`config.mk`:
```
export PLATFORM = sky130hd
export DESIGN_NAME = otgpc_top
export DESIGN_NICKNAME = d
export VERILOG_FILES = /design/src/otgpc_pkg.sv /design/src/otgpc_sync.sv /design/src/otgpc_top.sv
export VERILOG_INCLUDE_DIRS = /design/src
export SDC_FILE = /design/constraint.sdc
export NUM_CORES = 1
export LEC_CHECK = 0
export ABC_AREA = 1
export ABC_CLOCK_PERIOD_IN_PS = 4800
export BUFFER_PORTS_ARGS = -buffer_cell sky130_fd_sc_hd__buf_2
export CORE_MARGIN = 5
export CORE_UTILIZATION = 57
export CTS_CLUSTER_SIZE = 25
export DETAILED_ROUTE_END_ITERATION = 6
export HOLD_SLACK_MARGIN = 0.08
export PLACE_DENSITY = 0.91
export SLEW_MARGIN = 0
export SYNTH_ARGS = -nofsm -noshare
export SYNTH_HDL_FRONTEND = slang
export SYNTH_SLANG_ARGS = --single-unit
export TNS_END_PERCENT = 10
```
`constraint.sdc`:
```
create_clock -name ref_clk_i -period 4.8 [get_ports ref_clk_i]
set_clock_uncertainty 0.05 [all_clocks]
set_input_delay 0.24 -clock ref_clk_i [delete_from_list [all_inputs] [get_ports ref_clk_i]]
set_output_delay 0.24 -clock ref_clk_i [all_outputs]
set_load 0.02 [all_outputs]
```
`src/otgpc_regs.svh`:
```
// register offsets, field positions, reset values and timing counts of the otg port control block
`ifndef OTGPC_REGS_SVH
`define OTGPC_REGS_SVH

// ****************************************************************
// register offsets (16-bit word registers, byte address)
// ****************************************************************
`define OTGPC_CTRL_ADDR      16'hc098
`define OTGPC_INT_STS_ADDR   16'hc09a
`define OTGPC_INT_CLR_ADDR   16'hc09c
`define OTGPC_INT_EN_ADDR    16'hc09e

// ****************************************************************
// control register fields
// ****************************************************************
`define OTGPC_VBUS_PU_BIT    13
`define OTGPC_RX_DIS_BIT     12
`define OTGPC_CHG_PUMP_BIT   11
`define OTGPC_VBUS_DIS_BIT   10
`define OTGPC_DP_PU_BIT      9
`define OTGPC_DM_PU_BIT      8
`define OTGPC_DP_PD_BIT      7
`define OTGPC_DM_PD_BIT      6
`define OTGPC_VBUS_LVL_BIT   2
`define OTGPC_ID_BIT         1
`define OTGPC_VBUS_VLD_BIT   0
`define OTGPC_CTRL_RW_MASK   16'h3fc0
`define OTGPC_CTRL_RESET     16'h0000

// ****************************************************************
// interrupt fields
// ****************************************************************
`define OTGPC_EVT_VBUS_LVL   0
`define OTGPC_EVT_ID         1
`define OTGPC_EVT_VBUS_VLD   2
`define OTGPC_EVT_SETTLE     3
`define OTGPC_INT_EN_RESET   4'h0
`define OTGPC_INT_STS_RESET  4'h0

// ****************************************************************
// timing
// ****************************************************************
`define OTGPC_CLK_PERIOD_NS  4
`define OTGPC_SETTLE_NS      10000
`define OTGPC_SETTLE_CYCLES  ((`OTGPC_SETTLE_NS + `OTGPC_CLK_PERIOD_NS - 1) / `OTGPC_CLK_PERIOD_NS)
`define OTGPC_PRIME_CYCLES   2'h3

`endif

```
`src/otgpc_pkg.sv`:
```
// types shared by the otg port control block
package otgpc_pkg;

   typedef logic [15:0] otgpc_addr_t;
   typedef logic [15:0] otgpc_word_t;
   typedef logic [3:0]  otgpc_evt_t;
   typedef logic [2:0]  otgpc_pins_t;

   typedef enum logic [1:0] {
      OTGPC_SETTLE_IDLE,
      OTGPC_SETTLE_RUN,
      OTGPC_SETTLE_DONE
   } otgpc_settle_t;

endpackage : otgpc_pkg

```
`src/otgpc_sync.sv`:
```
// two-flop synchroniser for a group of level inputs
`timescale 1ns/1ps

module otgpc_sync #(
   parameter int unsigned WIDTH = 3
) (
   input  wire logic             ref_clk_i,
   input  wire logic             rst_i,
   input  wire logic [WIDTH-1:0] async_i,
   output logic      [WIDTH-1:0] sync_o
);

   logic [WIDTH-1:0] meta_r;
   logic [WIDTH-1:0] sync_r;

   // ****************************************************************
   // synchroniser stages
   // ****************************************************************
   // first stage is read only by the second stage
   always_ff @(posedge ref_clk_i or posedge rst_i) begin
      if (rst_i) begin
         meta_r <= '0;
         sync_r <= '0;
      end else begin
         meta_r <= async_i;
         sync_r <= meta_r;
      end
   end

   assign sync_o = sync_r;

endmodule : otgpc_sync

```
`src/otgpc_top.sv`:
```
// control and status register of the dual-role usb port with interrupt and settle timer
// Function
// - control bit 13 switches the 500 ohm vbus pull-up on or off.
// - control bit 12 powers down the port receiver when set.
// - control bit 11 turns the vbus charge pump on or off.
// - control bit 10 attaches the 2k-ohm vbus discharge pull-down.
// - control bit 9 enables the d+ pull-up.
// - control bit 8 enables the d- pull-up.
// - control bit 7 enables the d+ pull-down.
// - control bit 6 enables the d- pull-down.
// - read-only bit 2 returns the vbus logic level.
// - read-only bit 1 returns the id pin state, one when not grounded.
// - read-only bit 0 returns vbus valid, above 4.4v.
`timescale 1ns/1ps
`include "otgpc_regs.svh"

module otgpc_top #(
   parameter int unsigned SETTLE_CYCLES = `OTGPC_SETTLE_CYCLES
) (
   input  wire logic                   ref_clk_i,
   input  wire logic                   rst_i,
   input  wire otgpc_pkg::otgpc_addr_t addr_i,
   input  wire otgpc_pkg::otgpc_word_t wr_data_i,
   input  wire logic                   wr_en_i,
   input  wire logic                   rd_en_i,
   output otgpc_pkg::otgpc_word_t      rd_data_o,
   input  wire logic                   vbus_level_i,
   input  wire logic                   id_pin_i,
   input  wire logic                   vbus_valid_i,
   output logic                        vbus_pullup_en_o,
   output logic                        rx_pwrdn_o,
   output logic                        chg_pump_en_o,
   output logic                        vbus_dischg_en_o,
   output logic                        dp_pullup_en_o,
   output logic                        dm_pullup_en_o,
   output logic                        dp_pulldown_en_o,
   output logic                        dm_pulldown_en_o,
   output logic                        irq_o
);
   import otgpc_pkg::*;

   localparam logic [15:0] SETTLE_LAST = 16'(SETTLE_CYCLES - 1);

   otgpc_word_t   ctrl_r;
   otgpc_word_t   ctrl_nxt;
   otgpc_word_t   rd_data_r;
   otgpc_word_t   rd_data_nxt;
   otgpc_evt_t    int_sts_r;
   otgpc_evt_t    int_sts_nxt;
   otgpc_evt_t    int_en_r;
   otgpc_evt_t    int_clr;
   otgpc_evt_t    evt;
   otgpc_pins_t   pins_async;
   otgpc_pins_t   pins_s;
   otgpc_pins_t   pins_prev_r;
   logic [1:0]    prime_cnt_r;
   logic          primed;
   logic          irq_r;
   logic          pump_prev_r;
   logic          pump_rise;
   logic          settle_evt;
   logic [15:0]   settle_cnt_r;
   otgpc_settle_t settle_r;
   otgpc_settle_t settle_nxt;
   logic          wr_ctrl;
   logic          wr_clr;
   logic          wr_en;

   // ****************************************************************
   // address decode helper
   // ****************************************************************
   function automatic logic hit(input otgpc_addr_t a, input otgpc_addr_t target);
      hit = (a == target);
   endfunction : hit

   function automatic otgpc_word_t read_mux(input otgpc_addr_t a,
                                            input otgpc_word_t ctrl,
                                            input otgpc_pins_t pins,
                                            input otgpc_evt_t  sts,
                                            input otgpc_evt_t  en);
      otgpc_word_t v;
      v = 16'h0000;
      if (hit(a, `OTGPC_CTRL_ADDR)) begin
         v = ctrl & `OTGPC_CTRL_RW_MASK;
         v[`OTGPC_VBUS_LVL_BIT] = pins[`OTGPC_VBUS_LVL_BIT];
         v[`OTGPC_ID_BIT]       = pins[`OTGPC_ID_BIT];
         v[`OTGPC_VBUS_VLD_BIT] = pins[`OTGPC_VBUS_VLD_BIT];
      end else if (hit(a, `OTGPC_INT_STS_ADDR)) begin
         v = {12'h000, sts};
      end else if (hit(a, `OTGPC_INT_EN_ADDR)) begin
         v = {12'h000, en};
      end
      read_mux = v;
   endfunction : read_mux

   // ****************************************************************
   // status input synchronisation
   // ****************************************************************
   assign pins_async[`OTGPC_VBUS_LVL_BIT] = vbus_level_i;
   assign pins_async[`OTGPC_ID_BIT]       = id_pin_i;
   assign pins_async[`OTGPC_VBUS_VLD_BIT] = vbus_valid_i;

   otgpc_sync #(
      .WIDTH (3)
   ) u_sync (
      .ref_clk_i (ref_clk_i),
      .rst_i     (rst_i),
      .async_i   (pins_async),
      .sync_o    (pins_s)
   );

   // ****************************************************************
   // write decode
   // ****************************************************************
   assign wr_ctrl = wr_en_i && hit(addr_i, `OTGPC_CTRL_ADDR);
   assign wr_clr  = wr_en_i && hit(addr_i, `OTGPC_INT_CLR_ADDR);
   assign wr_en   = wr_en_i && hit(addr_i, `OTGPC_INT_EN_ADDR);

   // ****************************************************************
   // control register
   // ****************************************************************
   // read-only and reserved positions are masked off on write
   always_comb begin
      ctrl_nxt = ctrl_r;
      if (wr_ctrl) begin
         ctrl_nxt = wr_data_i & `OTGPC_CTRL_RW_MASK;
      end
   end

   always_ff @(posedge ref_clk_i or posedge rst_i) begin
      if (rst_i) begin
         ctrl_r <= `OTGPC_CTRL_RESET;
      end else begin
         ctrl_r <= ctrl_nxt;
      end
   end

   // ****************************************************************
   // analogue helper controls
   // ****************************************************************
   assign vbus_pullup_en_o = ctrl_r[`OTGPC_VBUS_PU_BIT];
   assign rx_pwrdn_o       = ctrl_r[`OTGPC_RX_DIS_BIT];
   assign chg_pump_en_o    = ctrl_r[`OTGPC_CHG_PUMP_BIT];
   assign vbus_dischg_en_o = ctrl_r[`OTGPC_VBUS_DIS_BIT];
   assign dp_pullup_en_o   = ctrl_r[`OTGPC_DP_PU_BIT];
   assign dm_pullup_en_o   = ctrl_r[`OTGPC_DM_PU_BIT];
   assign dp_pulldown_en_o = ctrl_r[`OTGPC_DP_PD_BIT];
   assign dm_pulldown_en_o = ctrl_r[`OTGPC_DM_PD_BIT];

   // ****************************************************************
   // read data
   // ****************************************************************
   // data stand only in the cycle after the read strobe
   always_comb begin
      rd_data_nxt = 16'h0000;
      if (rd_en_i) begin
         rd_data_nxt = read_mux(addr_i, ctrl_r, pins_s, int_sts_r, int_en_r);
      end
   end

   always_ff @(posedge ref_clk_i or posedge rst_i) begin
      if (rst_i) begin
         rd_data_r <= 16'h0000;
      end else begin
         rd_data_r <= rd_data_nxt;
      end
   end

   assign rd_data_o = rd_data_r;

   // ****************************************************************
   // pin change detection
   // ****************************************************************
   // changes are ignored until the synchroniser has filled after reset
   always_ff @(posedge ref_clk_i or posedge rst_i) begin
      if (rst_i) begin
         prime_cnt_r <= 2'h0;
      end else if (prime_cnt_r != `OTGPC_PRIME_CYCLES) begin
         prime_cnt_r <= prime_cnt_r + 2'h1;
      end
   end

   assign primed = (prime_cnt_r == `OTGPC_PRIME_CYCLES);

   always_ff @(posedge ref_clk_i or posedge rst_i) begin
      if (rst_i) begin
         pins_prev_r <= 3'h0;
      end else begin
         pins_prev_r <= pins_s;
      end
   end

   // ****************************************************************
   // vbus settle timer
   // ****************************************************************
   // flags the earliest moment the valid bit may be trusted after pump on
   always_ff @(posedge ref_clk_i or posedge rst_i) begin
      if (rst_i) begin
         pump_prev_r <= 1'b0;
      end else begin
         pump_prev_r <= ctrl_r[`OTGPC_CHG_PUMP_BIT];
      end
   end

   assign pump_rise = ctrl_r[`OTGPC_CHG_PUMP_BIT] && !pump_prev_r;

   always_comb begin
      settle_nxt = settle_r;
      settle_evt = 1'b0;
      unique case (settle_r)
         OTGPC_SETTLE_IDLE: begin
            if (pump_rise) begin
               settle_nxt = OTGPC_SETTLE_RUN;
            end
         end
         OTGPC_SETTLE_RUN: begin
            if (!ctrl_r[`OTGPC_CHG_PUMP_BIT]) begin
               settle_nxt = OTGPC_SETTLE_IDLE;
            end else if (settle_cnt_r == SETTLE_LAST) begin
               settle_nxt = OTGPC_SETTLE_DONE;
               settle_evt = 1'b1;
            end
         end
         OTGPC_SETTLE_DONE: begin
            if (!ctrl_r[`OTGPC_CHG_PUMP_BIT]) begin
               settle_nxt = OTGPC_SETTLE_IDLE;
            end
         end
         default: begin
            settle_nxt = OTGPC_SETTLE_IDLE;
         end
      endcase
   end

   always_ff @(posedge ref_clk_i or posedge rst_i) begin
      if (rst_i) begin
         settle_r <= OTGPC_SETTLE_IDLE;
      end else begin
         settle_r <= settle_nxt;
      end
   end

   always_ff @(posedge ref_clk_i or posedge rst_i) begin
      if (rst_i) begin
         settle_cnt_r <= 16'h0000;
      end else if (settle_r == OTGPC_SETTLE_RUN) begin
         settle_cnt_r <= settle_cnt_r + 16'h0001;
      end else begin
         settle_cnt_r <= 16'h0000;
      end
   end

   // ****************************************************************
   // interrupt status, clear and enable
   // ****************************************************************
   always_comb begin
      evt = 4'h0;
      if (primed) begin
         evt[`OTGPC_EVT_VBUS_LVL] = pins_s[`OTGPC_VBUS_LVL_BIT] ^ pins_prev_r[`OTGPC_VBUS_LVL_BIT];
         evt[`OTGPC_EVT_ID]       = pins_s[`OTGPC_ID_BIT] ^ pins_prev_r[`OTGPC_ID_BIT];
         evt[`OTGPC_EVT_VBUS_VLD] = pins_s[`OTGPC_VBUS_VLD_BIT] ^ pins_prev_r[`OTGPC_VBUS_VLD_BIT];
      end
      evt[`OTGPC_EVT_SETTLE] = settle_evt;
   end

   assign int_clr = wr_clr ? wr_data_i[3:0] : 4'h0;

   // a new event wins over a clear in the same cycle
   always_comb begin
      int_sts_nxt = (int_sts_r & ~int_clr) | evt;
   end

   always_ff @(posedge ref_clk_i or posedge rst_i) begin
      if (rst_i) begin
         int_sts_r <= `OTGPC_INT_STS_RESET;
      end else begin
         int_sts_r <= int_sts_nxt;
      end
   end

   always_ff @(posedge ref_clk_i or posedge rst_i) begin
      if (rst_i) begin
         int_en_r <= `OTGPC_INT_EN_RESET;
      end else if (wr_en) begin
         int_en_r <= wr_data_i[3:0];
      end
   end

   always_ff @(posedge ref_clk_i or posedge rst_i) begin
      if (rst_i) begin
         irq_r <= 1'b0;
      end else begin
         irq_r <= |(int_sts_r & int_en_r);
      end
   end

   assign irq_o = irq_r;

endmodule : otgpc_top

```
Yosys cells after proc, flatten, opt, wreduce, memory -nomap -nowiden
Cells that the tools add are included.
- bitwise logic cells: 7
- mux-type cells: 15
- reductions and logical operators: 8
- $add $sub $neg: 2
- equal/unequal tests: 12
- operators with widths (operator ; count):
    16-bit equality test (second input constant) ; 4
    14-bit 2-to-1 mux ; 2
    16-bit by 1-bit adder with 16-bit output (second input constant) ; 1
    16-bit by 12-bit equality test with 1-bit output (second input constant) ; 1
    16-bit 2-to-1 mux ; 1
    4-bit 2-to-1 mux ; 3
    4-bit bitwise AND ; 2
    2-bit 2-to-1 mux ; 4
    2-bit != test (second input constant) ; 3
    2-bit one-hot mux with 3 select lines ; 1
    2-bit equality test (second input constant) ; 2
    1-bit logical AND ; 4
    4-bit inverter ; 1
    4-bit bitwise OR ; 1
    4-bit OR reduction ; 1
    1-bit 2-to-1 mux ; 3
    3-bit 2-to-1 mux ; 1
    3-bit != test (second input constant) ; 1
    3-bit AND reduction ; 1
    1-bit bitwise XOR ; 3
    2-bit by 1-bit adder with 2-bit output (second input constant) ; 1
    2-bit by 1-bit equality test with 1-bit output (second input constant) ; 1
    2-bit logical NOT ; 1
    1-bit logical NOT ; 1
- output and inout bits: 25
- logic and storage cells: 56
- input port bits: 39
- register bits: 63

Logic depth before layout (Yosys ltp)
Gate-level depths: netlist of the first run.
- depth in word-level cells: 6
- mapped depth: 8
- depth with buffers taken out: 8

By module
Synthesis of the first run repeated with hierarchy kept, for this count alone.
- cells, all modules: 298
- area total of the unflattened synthesis: 2638.8 µm²
- by module, submodules not included (module ; cells an instance ; instances ; seq. area each (µm²) ; area an instance (µm²)):
    otgpc_top ; 291 ; 1 ; 1326.3 ; 2484.9
    otgpc_sync ; 7 ; 1 ; 150.1 ; 153.9

Worst setup path after synthesis of the first run
OpenSTA, ideal clock, no wires.
- path type: reg2reg
- start: register settle_cnt_r[0]
- end: register settle_cnt_r[12]
- required time: 4627 ps
- setup time: 123 ps
- path buffers: 0
- data arrival time: 1084 ps
- setup slack: 3543 ps
- stages on the path, launching flop included: 7
- clock period less this slack: 1257 ps
- cell sequence: dfrtp_1 -> ha_1 -> nand2_1 -> nor2_2 -> nand4_1 -> o21ai_0 -> a21oi_1
- longest elaborated chain between the ends: 2
- ends and longest elaborated chain (element ; line ; RTL):
    start: declaration ; otgpc_top.sv:62 ; logic [15:0] settle_cnt_r;
    start signal: assignment ; otgpc_top.sv:247 ; settle_cnt_r <= settle_cnt_r + 16'h0001;
    16-bit by 1-bit adder with 16-bit output ; otgpc_top.sv:247 ;
    16-bit 2-to-1 mux ; otgpc_top.sv:246 ; end else if (settle_r == OTGPC_SETTLE_RUN) begin
Every way passes these cells.
A chain may end at the register's enable or synchronous reset.

Final worst setup path of the first run
- start: register settle_cnt_r[0]
- end: register settle_cnt_r[14]
The elaborated chain is that of the path after synthesis.

==> flow_metrics.tcl, run 1 <==
set metrics [dict create \
    status "completed" \
    clock_path_buffers 2 \
    pin_count 64 \
    post-place-ws_ns 3.31 \
    synth_top_flop_cell "dfrtp_1" \
    cts_tree "built" \
    via_per_inst 5.27 \
    fin_nets 405 \
    finalSetupViolCount 0 \
    placement_rows 25 \
    numCtsBuffers 9 \
    synth-seq-cells 59 \
    cap_violations 0 \
    syn_avg_cell_area_um2 9.14 \
    max_stage_delay_ns 0.36 \
    synth-edff-count 0 \
    cts_max_level 3 \
    fillers 323 \
    reg2reg_depth 7 \
    root_buffer "clkbuf_8" \
    total_leakage_power_nw 1.69 \
    p_sw_uw 290 \
    insertedDiodeCount 0 \
    worstPathCellList "ha_1 > nand2_1 > nor2_2 > nand4_1 > clkinv_1 > nand3_1 > a21oi_1" \
    fin_crit_sh 0.319 \
    die_y_um 78.9 \
    startpoint_type "flop" \
    p_sw_frac 0.246 \
    grt_pass1_vias 2239 \
    min_path_type "input port to flop" \
    p_int_uw 886 \
    floorplan.initialDensity 0.581 \
    hpwl_um 4140 \
    cts_hold_buf 4 \
    period_needed_ns 1.53 \
    ant_nets 0 \
    routedWlPerCell_um 14.4 \
    worstPathArrival_ns 1.74 \
    power_frac_seq 0.477 \
    portBuffers 55 \
    finalSetupTns_ns 0 \
    routabilityCongestion 0.902 \
    r2r_end "settle_cnt_r[14]" \
    crit_start "settle_cnt_r[0]" \
    synth.largest_area_cell "dfrtp_1" \
    grt_use_total 0.216 \
    synthTopCellsByCount "dfrtp_1 (59), nand2_1 (48), inv_1 (42)" \
    relSlewSlack 0.526 \
    worstMarginPinSlew_ns 0.712 \
    r2r_start "settle_cnt_r[0]" \
    syn_to_final_growth_pct 21.5 \
    post-cts-setup-buffers 0 \
    r2r_setup_slack_ns 3.27 \
    drt_iter0_drc 150 \
    grt_max_degree 60 \
    ir_drop_v 0.000205 \
    cp_slowest_cell "dfrtp_1" \
    async_flop_share 1.00 \
    synth_seq_area_share 0.546 \
    crit_fanout 4 \
    clock_sinks 59 \
    cp.required_ns 5.01 \
    rsz0062_at_grt "false" \
    yosysWarnings 0 \
    path_class "flop to flop" \
    drive_gt1_frac 0.287 \
    power_frac_comb 0.086 \
    setup_ws_ns 3.27 \
    p_per_area_nw_per_um2 358 \
    fmax_ghz 0.654 \
    cts_resized 0 \
    antenna_found_initial 0 \
    core_area_um2 4660 \
    vias 2230 \
    synth_top_area_share 0.546 \
    synth_area_leaders "dfrtp_1 (55%), nand2_1 (6.7%), inv_1 (5.8%)" \
    clkSlewWorstSetupHoldPaths_ns 0.07 \
    p_total_mw 1.18 \
    clock_latency_ns 0.34 \
    drt-total-wl_um 6070 \
    die-area_um2 6230 \
    die_w_um 78.9 \
    hold_viol 0 \
    syn_inst 296 \
    cp-end-kind "flop" \
    syn_area_um2 2710 \
    p_clk_frac 0.437 \
    synth_cell_types 34 \
    first_pass_iters 4 \
    route.detailed.drc 0 \
    report.final.slew_viol_count 0 \
    grt_pass1_wl_um 10200 \
    yosysMostFrequentCell "dfrtp_1" \
    setup.worst_path.end "settle_cnt_r[14]" \
    grt_overflow 0 \
]
-- power by group through the flow --
| stage | Combinational, mW | Sequential, mW | Clock (mW) |
|---|---|---|---|
| after floorplan | 0.0722 | 0.561 | 0 |
| after global placement | 0.0946 | 0.566 | 0 |
| after detailed placement | 0.0997 | 0.569 | 0 |
| after CTS | 0.103 | 0.560 | 0.518 |
| after global routing | 0.119 | 0.567 | 0.543 |
| final | 0.101 | 0.561 | 0.514 |
-- registers in the layout (all words and copies together), names as in the netlist --
| register | count |
|---|---|
| ctrl_r | 8 |
| int_sts_r | 4 |
| prime_cnt_r | 2 |
| rd_data_o | 12 |
| settle_cnt_r | 16 |
| int_en_r | 4 |
| settle_r | 2 |
| irq_o | 1 |
| pump_prev_r | 1 |
| u_sync.sync_o | 3 |
| pins_prev_r | 3 |
| u_sync.meta_r | 3 |
-- stage by stage --
step / util / cell area [um^2] / hold WS [ns] / cells
global placement: 0.649 / 3020 / 0.284 / 403
finish: 0.706 / 3290 / 0.0919 / 423
global route: 0.706 / 3290 / 0.0964 / 423
CTS: 0.706 / 3290 / 0.0825 / 423
floorplan: - / 2720 / 0.221 / 299
detailed placement: 0.649 / 3020 / 0.285 / 403
-- placed cells by master, fill, tap and decap left out, types with 4 or more instances in the layout --
cell and instances:
dfrtp_1 59, buf_2 55, nand2_1 48, inv_1 41
nor2_1 39, nand3_1 15, o21ai_0 11, a21oi_1 11
clkbuf_8 11, a21oi_2 8, nor2_2 5, nand4_1 5
nor3_1 5, nor2_4 5, o21ai_1 5, nand3b_1 4
conb_1 4, dlygate4sd3_1 4
-- worst min path at each step --
| stage | endpoint | slack, ns | cells after the start | startpoint |
|---|---|---|---|---|
| 3_5_place_dp | u_sync.sync_o[0] | 0.28 | 0 | u_sync.meta_r[0] |
| 4_1_cts | ctrl_r[7] | 0.08 | 3 | wr_data_i[7] |
| 2_1_floorplan | u_sync.meta_r[0] | 0.22 | 0 | vbus_valid_i |
| 6_report | ctrl_r[7] | 0.09 | 3 | wr_data_i[7] |
| 5_1_grt | ctrl_r[7] | 0.1 | 3 | wr_data_i[7] |
| 3_3_place_gp | u_sync.sync_o[0] | 0.28 | 0 | u_sync.meta_r[0] |
-- final cells by class --
type	instances	area, um^2	area share
repair buffers	60	323	0.0981
well taps	54	67.6	0.0205
inverters	45	169	0.0514
flip-flops and latches	59	1480	0.449
multi-input cells	189	1030	0.312
clock buffers	11	151	0.0460
clock inverters	5	75.1	0.0228
-- worst max-delay path: cells and delay by family, from the launching register on --
family	cells	cell delay, ns
fa+ha+maj	1	0.19
flops	1	0.36
buf+inv	1	0.13
compound gates	1	0.16
simple gates	4	0.56
-- layer usage --
layer  global-route usage  routed length, um
met4                0.129                225
met5                    0                  0
met3               0.0635                522
met1                0.233               2330
met2                0.373               3000
-- kinds of logic (layout without fill, tap and decap cells) --
logic type	Yosys count	after routing	synth area share
buffers and inverters	51	121	0.0791
other	1	4	0.00139
muxes	1	1	0.00416
AOI/OAI and AO/OA	38	38	0.0855
adders and majority gates	2	2	0.00924
and+or+nand+nor	140	140	0.262
xor gates and xnor gates	4	4	0.0129
DFF	59	59	0.546
Power figures use the tool's default switching activity.
==> run 2: changes to the inputs <==
Settings changed: ABC_CLOCK_PERIOD_IN_PS 4800 to 1380, CORE_UTILIZATION 57 to 48, PLACE_DENSITY 0.91 to 0.82.
Clock period 4.8 ns to 1.38 ns, I/O delays scaled along.
==> flow_metrics.tcl, run 2 (synthesis gave the netlist of run 1 again) <==
set metrics [dict create \
    status "complete, but fails checks" \
    violations "negative setup slack" \
    report.final.slew_viol_count 0 \
    mostFrequentLayoutCells "dfrtp_1 (58), buf_2 (55), nand2_1 (46)" \
    r2r_setup_slack_ns -0.04 \
    drive_gt1_frac 0.317 \
    min_path_type "input port to flop" \
    p_int_mw 2.94 \
    cp_num_buf_inv 1 \
    min_path_cells 6 \
    worst_hold_path.endpoint "rd_data_o[0]" \
    path_class "flop to flop" \
    reg2reg_depth 7 \
    pin_count 64 \
    cts_max_level 3 \
    power_frac_seq 0.491 \
    r2r_start "settle_cnt_r[0]" \
    crit_fanout 4 \
    grt_use_met3 0.0573 \
    drt-total-wl_um 6290 \
    routedWlPerCell_um 13.4 \
    die_y_um 85.1 \
    syn_to_final_growth_pct 34.4 \
    drt_iter0_drc 162 \
    setup_ws_ns -0.0385 \
    grtUsageMet2 0.280 \
    regMostFlops "settle_cnt_r" \
    floorplan.initialDensity 0.491 \
    placement_rows 27 \
    power_frac_comb 0.121 \
    cp.required_ns 1.61 \
    dp.cells 425 \
    die-area_um2 7240 \
    worstMarginPinSlew_ns 0.506 \
    antenna_found_initial 0 \
    fin_crit_sh 1.03 \
    fin_nets 434 \
    vias 2352 \
    root_buffer "clkbuf_8" \
    largest_reg_flops 16 \
    clkSlewWorstSetupHoldPaths_ns 0.08 \
    finalSetupViolCount 1 \
    fmax_ghz 0.705 \
    startpoint_type "flop" \
    ir_drop_v 0.000746 \
    die_w_um 85.1 \
    place_area_um2 3100 \
    hpwl_um 4070 \
    cp-end-kind "flop" \
    clock_sinks 59 \
    cap_violations 0 \
    clock_latency_ns 0.34 \
    p_sw_frac 0.270 \
    p_per_area_nw_per_um2 1110 \
    seqCellArea_um2 1480 \
    route.detailed.drc 0 \
    grt_pass1_vias 2226 \
    grt_max_degree 22 \
    stdcell_count 470 \
    use_met1 0.211 \
    worstPathCellList "ha_4 > nand2_4 > nor2_4 > nand4_1 > inv_2 > nand3_2 > a21oi_2" \
    total_leakage_power_nw 1.82 \
    p_clk_frac 0.388 \
    insertedDiodeCount 0 \
    first_pass_iters 5 \
    busiest_layer "met2" \
    p_sw_mw 1.09 \
    grt_overflow 0 \
    period_needed_ns 1.42 \
    cp_slowest_cell "dfrtp_1" \
    grt_use_total 0.175 \
    min_from "addr_i[8]" \
    routabilityCongestion 0.862 \
    rsz0062_at_grt "true" \
    numCtsBuffers 9 \
    multiInputGateArea_um2 1090 \
    fin_area_um2 3640 \
    cts_tree "built" \
    layout_commonest_cell "dfrtp_1" \
    fillers 397 \
    hold_viol 0 \
    clock_path_buffers 2 \
    core_area_um2 5510 \
    critical-path-top-delay-family "simple AND/OR/NAND/NOR gates" \
    ant_nets 0 \
    relSlewSlack 0.662 \
    portBuffers 55 \
    worstPathArrival_ns 1.65 \
    grt_pass1_wl_um 9980 \
    max_stage_delay_ns 0.42 \
    via_per_inst 5.00 \
    r2r_end "settle_cnt_r[14]" \
]
==> run 2: how the worst max path moves through the flow <==
| stage | start | to | slack [ns] | cells past startpoint |
|---|---|---|---|---|
| after floorplan | settle_cnt_r[0] | settle_cnt_r[12] | 0.12 | 6 |
| after global placement | settle_cnt_r[0] | settle_cnt_r[12] | 0.06 | 6 |
| after detailed placement | settle_cnt_r[0] | settle_cnt_r[12] | -0.01 | 6 |
| after CTS | settle_cnt_r[0] | settle_cnt_r[12] | -0.004 | 6 |
| after global routing | settle_cnt_r[0] | settle_cnt_r[14] | -0.15 | 7 |
| final | settle_cnt_r[0] | settle_cnt_r[14] | -0.04 | 7 |
==> run 2: timing repair <==
action | in CTS | in global routing
pin swaps | 0 | 8
hold buffers | 23 | 0
hold endpoints to repair | 86 | 0
setup endpoints to repair | 2 | 11
resized for setup | 0 | 17
gates cloned | 0 | 0
buffers inserted | 0 | 6
==> run 2: power by group through the flow <==
stage	clock, mW	sequential, mW	combinational [mW]
floorplan	0	1.95	0.252
global placement	0	1.97	0.345
detailed placement	0	1.98	0.361
CTS	1.58	1.95	0.403
global route	1.66	1.99	0.545
finish	1.56	1.97	0.487
==> run 2: layout make-up <==
class | instances | share of cell area
Sequential cell | 59 | 0.406
Multi-Input combinational cell | 189 | 0.299
Timing Repair Buffer | 89 | 0.169
Inverter | 45 | 0.0475
Clock buffer | 11 | 0.0389
Tap cell | 72 | 0.0248
Clock inverter | 5 | 0.0145
==> run 2: worst register-to-register path, delay by kind of cell, from the launching register on <==
| kind | cells | cell delay, ns |
|---|---|---|
| flops | 1 | 0.42 |
| compound gates | 1 | 0.13 |
| fa+ha+maj | 1 | 0.18 |
| simple gates | 4 | 0.46 |
| buf+inv | 1 | 0.12 |
==> run 2: per-stage QoR <==
stage | util | hold WS (ns) | power (mW) | setup slack [ns] | setup TNS, ns
after floorplan | - | 0.0504 | 2.20 | 0.123 | 0
after global placement | 0.564 | 0.0719 | 2.32 | 0.0595 | 0
after detailed placement | 0.564 | 0.0834 | 2.34 | -0.0124 | -0.0176
after CTS | 0.641 | 0.124 | 3.93 | -0.00408 | -0.00797
after global routing | 0.660 | 0.133 | 4.19 | -0.149 | -0.504
final | 0.660 | 0.127 | 4.02 | -0.0385 | -0.0385
==> run 2: metal layers <==
layer	routed length, um	share of wire	vias up
met5	0	0	-
met4	150	0.024	0
met3	601	0.096	19
met2	3040	0.48	120
li1	-	-	1129
met1	2490	0.40	1084
==> run 3: changes to the inputs <==
Settings changed: BUFFER_PORTS_ARGS -buffer_cell sky130_fd_sc_hd__buf_2 to -buffer_cell sky130_fd_sc_hd__buf_4.
==> flow_metrics.tcl, run 3 (synthesis gave the netlist of run 1 again) <==
set metrics [dict create \
    drive_gt1_frac 0.284 \
    status "completed" \
    power_frac_seq 0.468 \
    ant_nets 0 \
    period_needed_ns 1.33 \
    fin_area_um2 3710 \
    clock_sinks 59 \
    worstPathArrival_ns 1.50 \
    regMostFlops "settle_cnt_r" \
    stdcell_count 463 \
    rsz0062_at_grt "true" \
    fin_crit_sh 0.962 \
    hpwl_um 3950 \
    grt_max_degree 60 \
    die-area_um2 7240 \
    routabilityCongestion 0.857 \
    clkSlewWorstSetupHoldPaths_ns 0.07 \
    reg2reg_depth 7 \
    cap_violations 0 \
    insertedDiodeCount 0 \
    setup_ws_ns 0.0521 \
    finalSetupViolCount 0 \
    grt_use_total 0.174 \
    grt_pass1_vias 2240 \
    p_int_mw 3.16 \
    report.final.slew_viol_count 0 \
    first_pass_iters 4 \
    path_class "flop to flop" \
    antenna_found_initial 0 \
    dp.cells 424 \
    drt-total-wl_um 6060 \
    portBuffers 55 \
    holdWs_ns 0.112 \
    cts_max_level 3 \
    min_path_type "input port to flop" \
    cp-end-kind "flop" \
    layout_commonest_cell "dfrtp_1" \
    fin_nets 427 \
    floorplan.initialDensity 0.491 \
    crit_fanout 4 \
    vias 2313 \
    syn_to_final_growth_pct 37.0 \
    utilization 0.673 \
    post-cts-setup-buffers 0 \
    startpoint_type "flop" \
    core_area_um2 5510 \
    placement_rows 27 \
    hold_viol 0 \
    drt_iter0_drc 151 \
    largest_reg_flops 16 \
    route.detailed.drc 0 \
    die_y_um 85.1 \
    p_sw_frac 0.246 \
    cts_tree "built" \
    cp.required_ns 1.55 \
    post-place-ws_ns -0.0147 \
    root_buffer "clkbuf_8" \
    grt_overflow 0 \
    clock_latency_ns 0.34 \
    numCtsBuffers 9 \
    min_path_cells 4 \
    mostFrequentLayoutCells "dfrtp_1 (59), buf_4 (58), nand2_1 (47)" \
    total_leakage_power_nw 1.82 \
    ir_drop_v 0.000663 \
    clock_path_buffers 2 \
    pin_count 64 \
    place_area_um2 3220 \
    die_w_um 85.1 \
    via_per_inst 5.00 \
    power_frac_comb 0.104 \
    grt_pass1_wl_um 10000 \
    p_per_area_nw_per_um2 1130 \
    p_clk_frac 0.428 \
    routedWlPerCell_um 13.1 \
    fmax_ghz 0.753 \
    p_sw_mw 1.03 \
]
[run 3: final cells by class]
class | count | area (um^2)
fill | 399 | 1800
sequential | 59 | 1480
multi-input combinational | 189 | 1050
timing repair buffer | 82 | 686
inverter | 45 | 173
clock buffer | 12 | 155
tap | 72 | 90.1
clock inverter | 4 | 72.6
[run 3: final timing paths]
path	start	end	slack, ns
min in group asynchronous	rst_i	prime_cnt_r[0]	0.31
hold reg to reg	u_sync.meta_r[1]	u_sync.sync_o[1]	0.30
setup reg to reg	settle_cnt_r[0]	settle_cnt_r[11]	0.05
setup / recovery	settle_cnt_r[0]	settle_cnt_r[11]	0.05
hold / removal	wr_en_i	int_en_r[3]	0.11
max in group asynchronous	rst_i	ctrl_r[6]	0.71
[run 3: timing repair]
action                                  CTS  global route
pin swaps                                 0             1
endpoints found under the setup margin    1            13
resized for setup                         2             4
hold endpoints to repair                 82             1
hold buffers                             22             1
[run 3: per-stage QoR]
stage	setup TNS, ns	power [mW]
after CTS	0	4.20
after detailed placement	-0.0154	2.35
after global routing	-0.384	4.38
final	0	4.19
after global placement	0	2.33
after floorplan	0	2.20
[run 3: worst max-delay path, stage by stage, from the launching register on]
cell and delay [ns]:
dfrtp_1 0.40, nand3_1 0.17, nor2_4 0.17, nand2_2 0.10, nor2_4 0.10, nand2_1 0.07, o21ai_1 0.11, nor2_1 0.05
[run 3: power by group through the flow]
stage / Sequential, mW / Combinational [mW] / Clock [mW]
after global placement: 1.97 / 0.365 / 0
after detailed placement: 1.97 / 0.382 / 0
final: 1.96 / 0.436 / 1.79
after floorplan: 1.95 / 0.252 / 0
after CTS: 1.95 / 0.431 / 1.82
after global routing: 1.97 / 0.495 / 1.91
[run 3: per-layer routing]
layer | global-route usage | vias to the layer above | wire [um]
li1 | - | 1116 | -
met1 | 0.208 | 1083 | 2480
met2 | 0.284 | 106 | 2890
met3 | 0.0670 | 8 | 601
met4 | 0.0662 | 0 | 88
met5 | 0 | - | 0
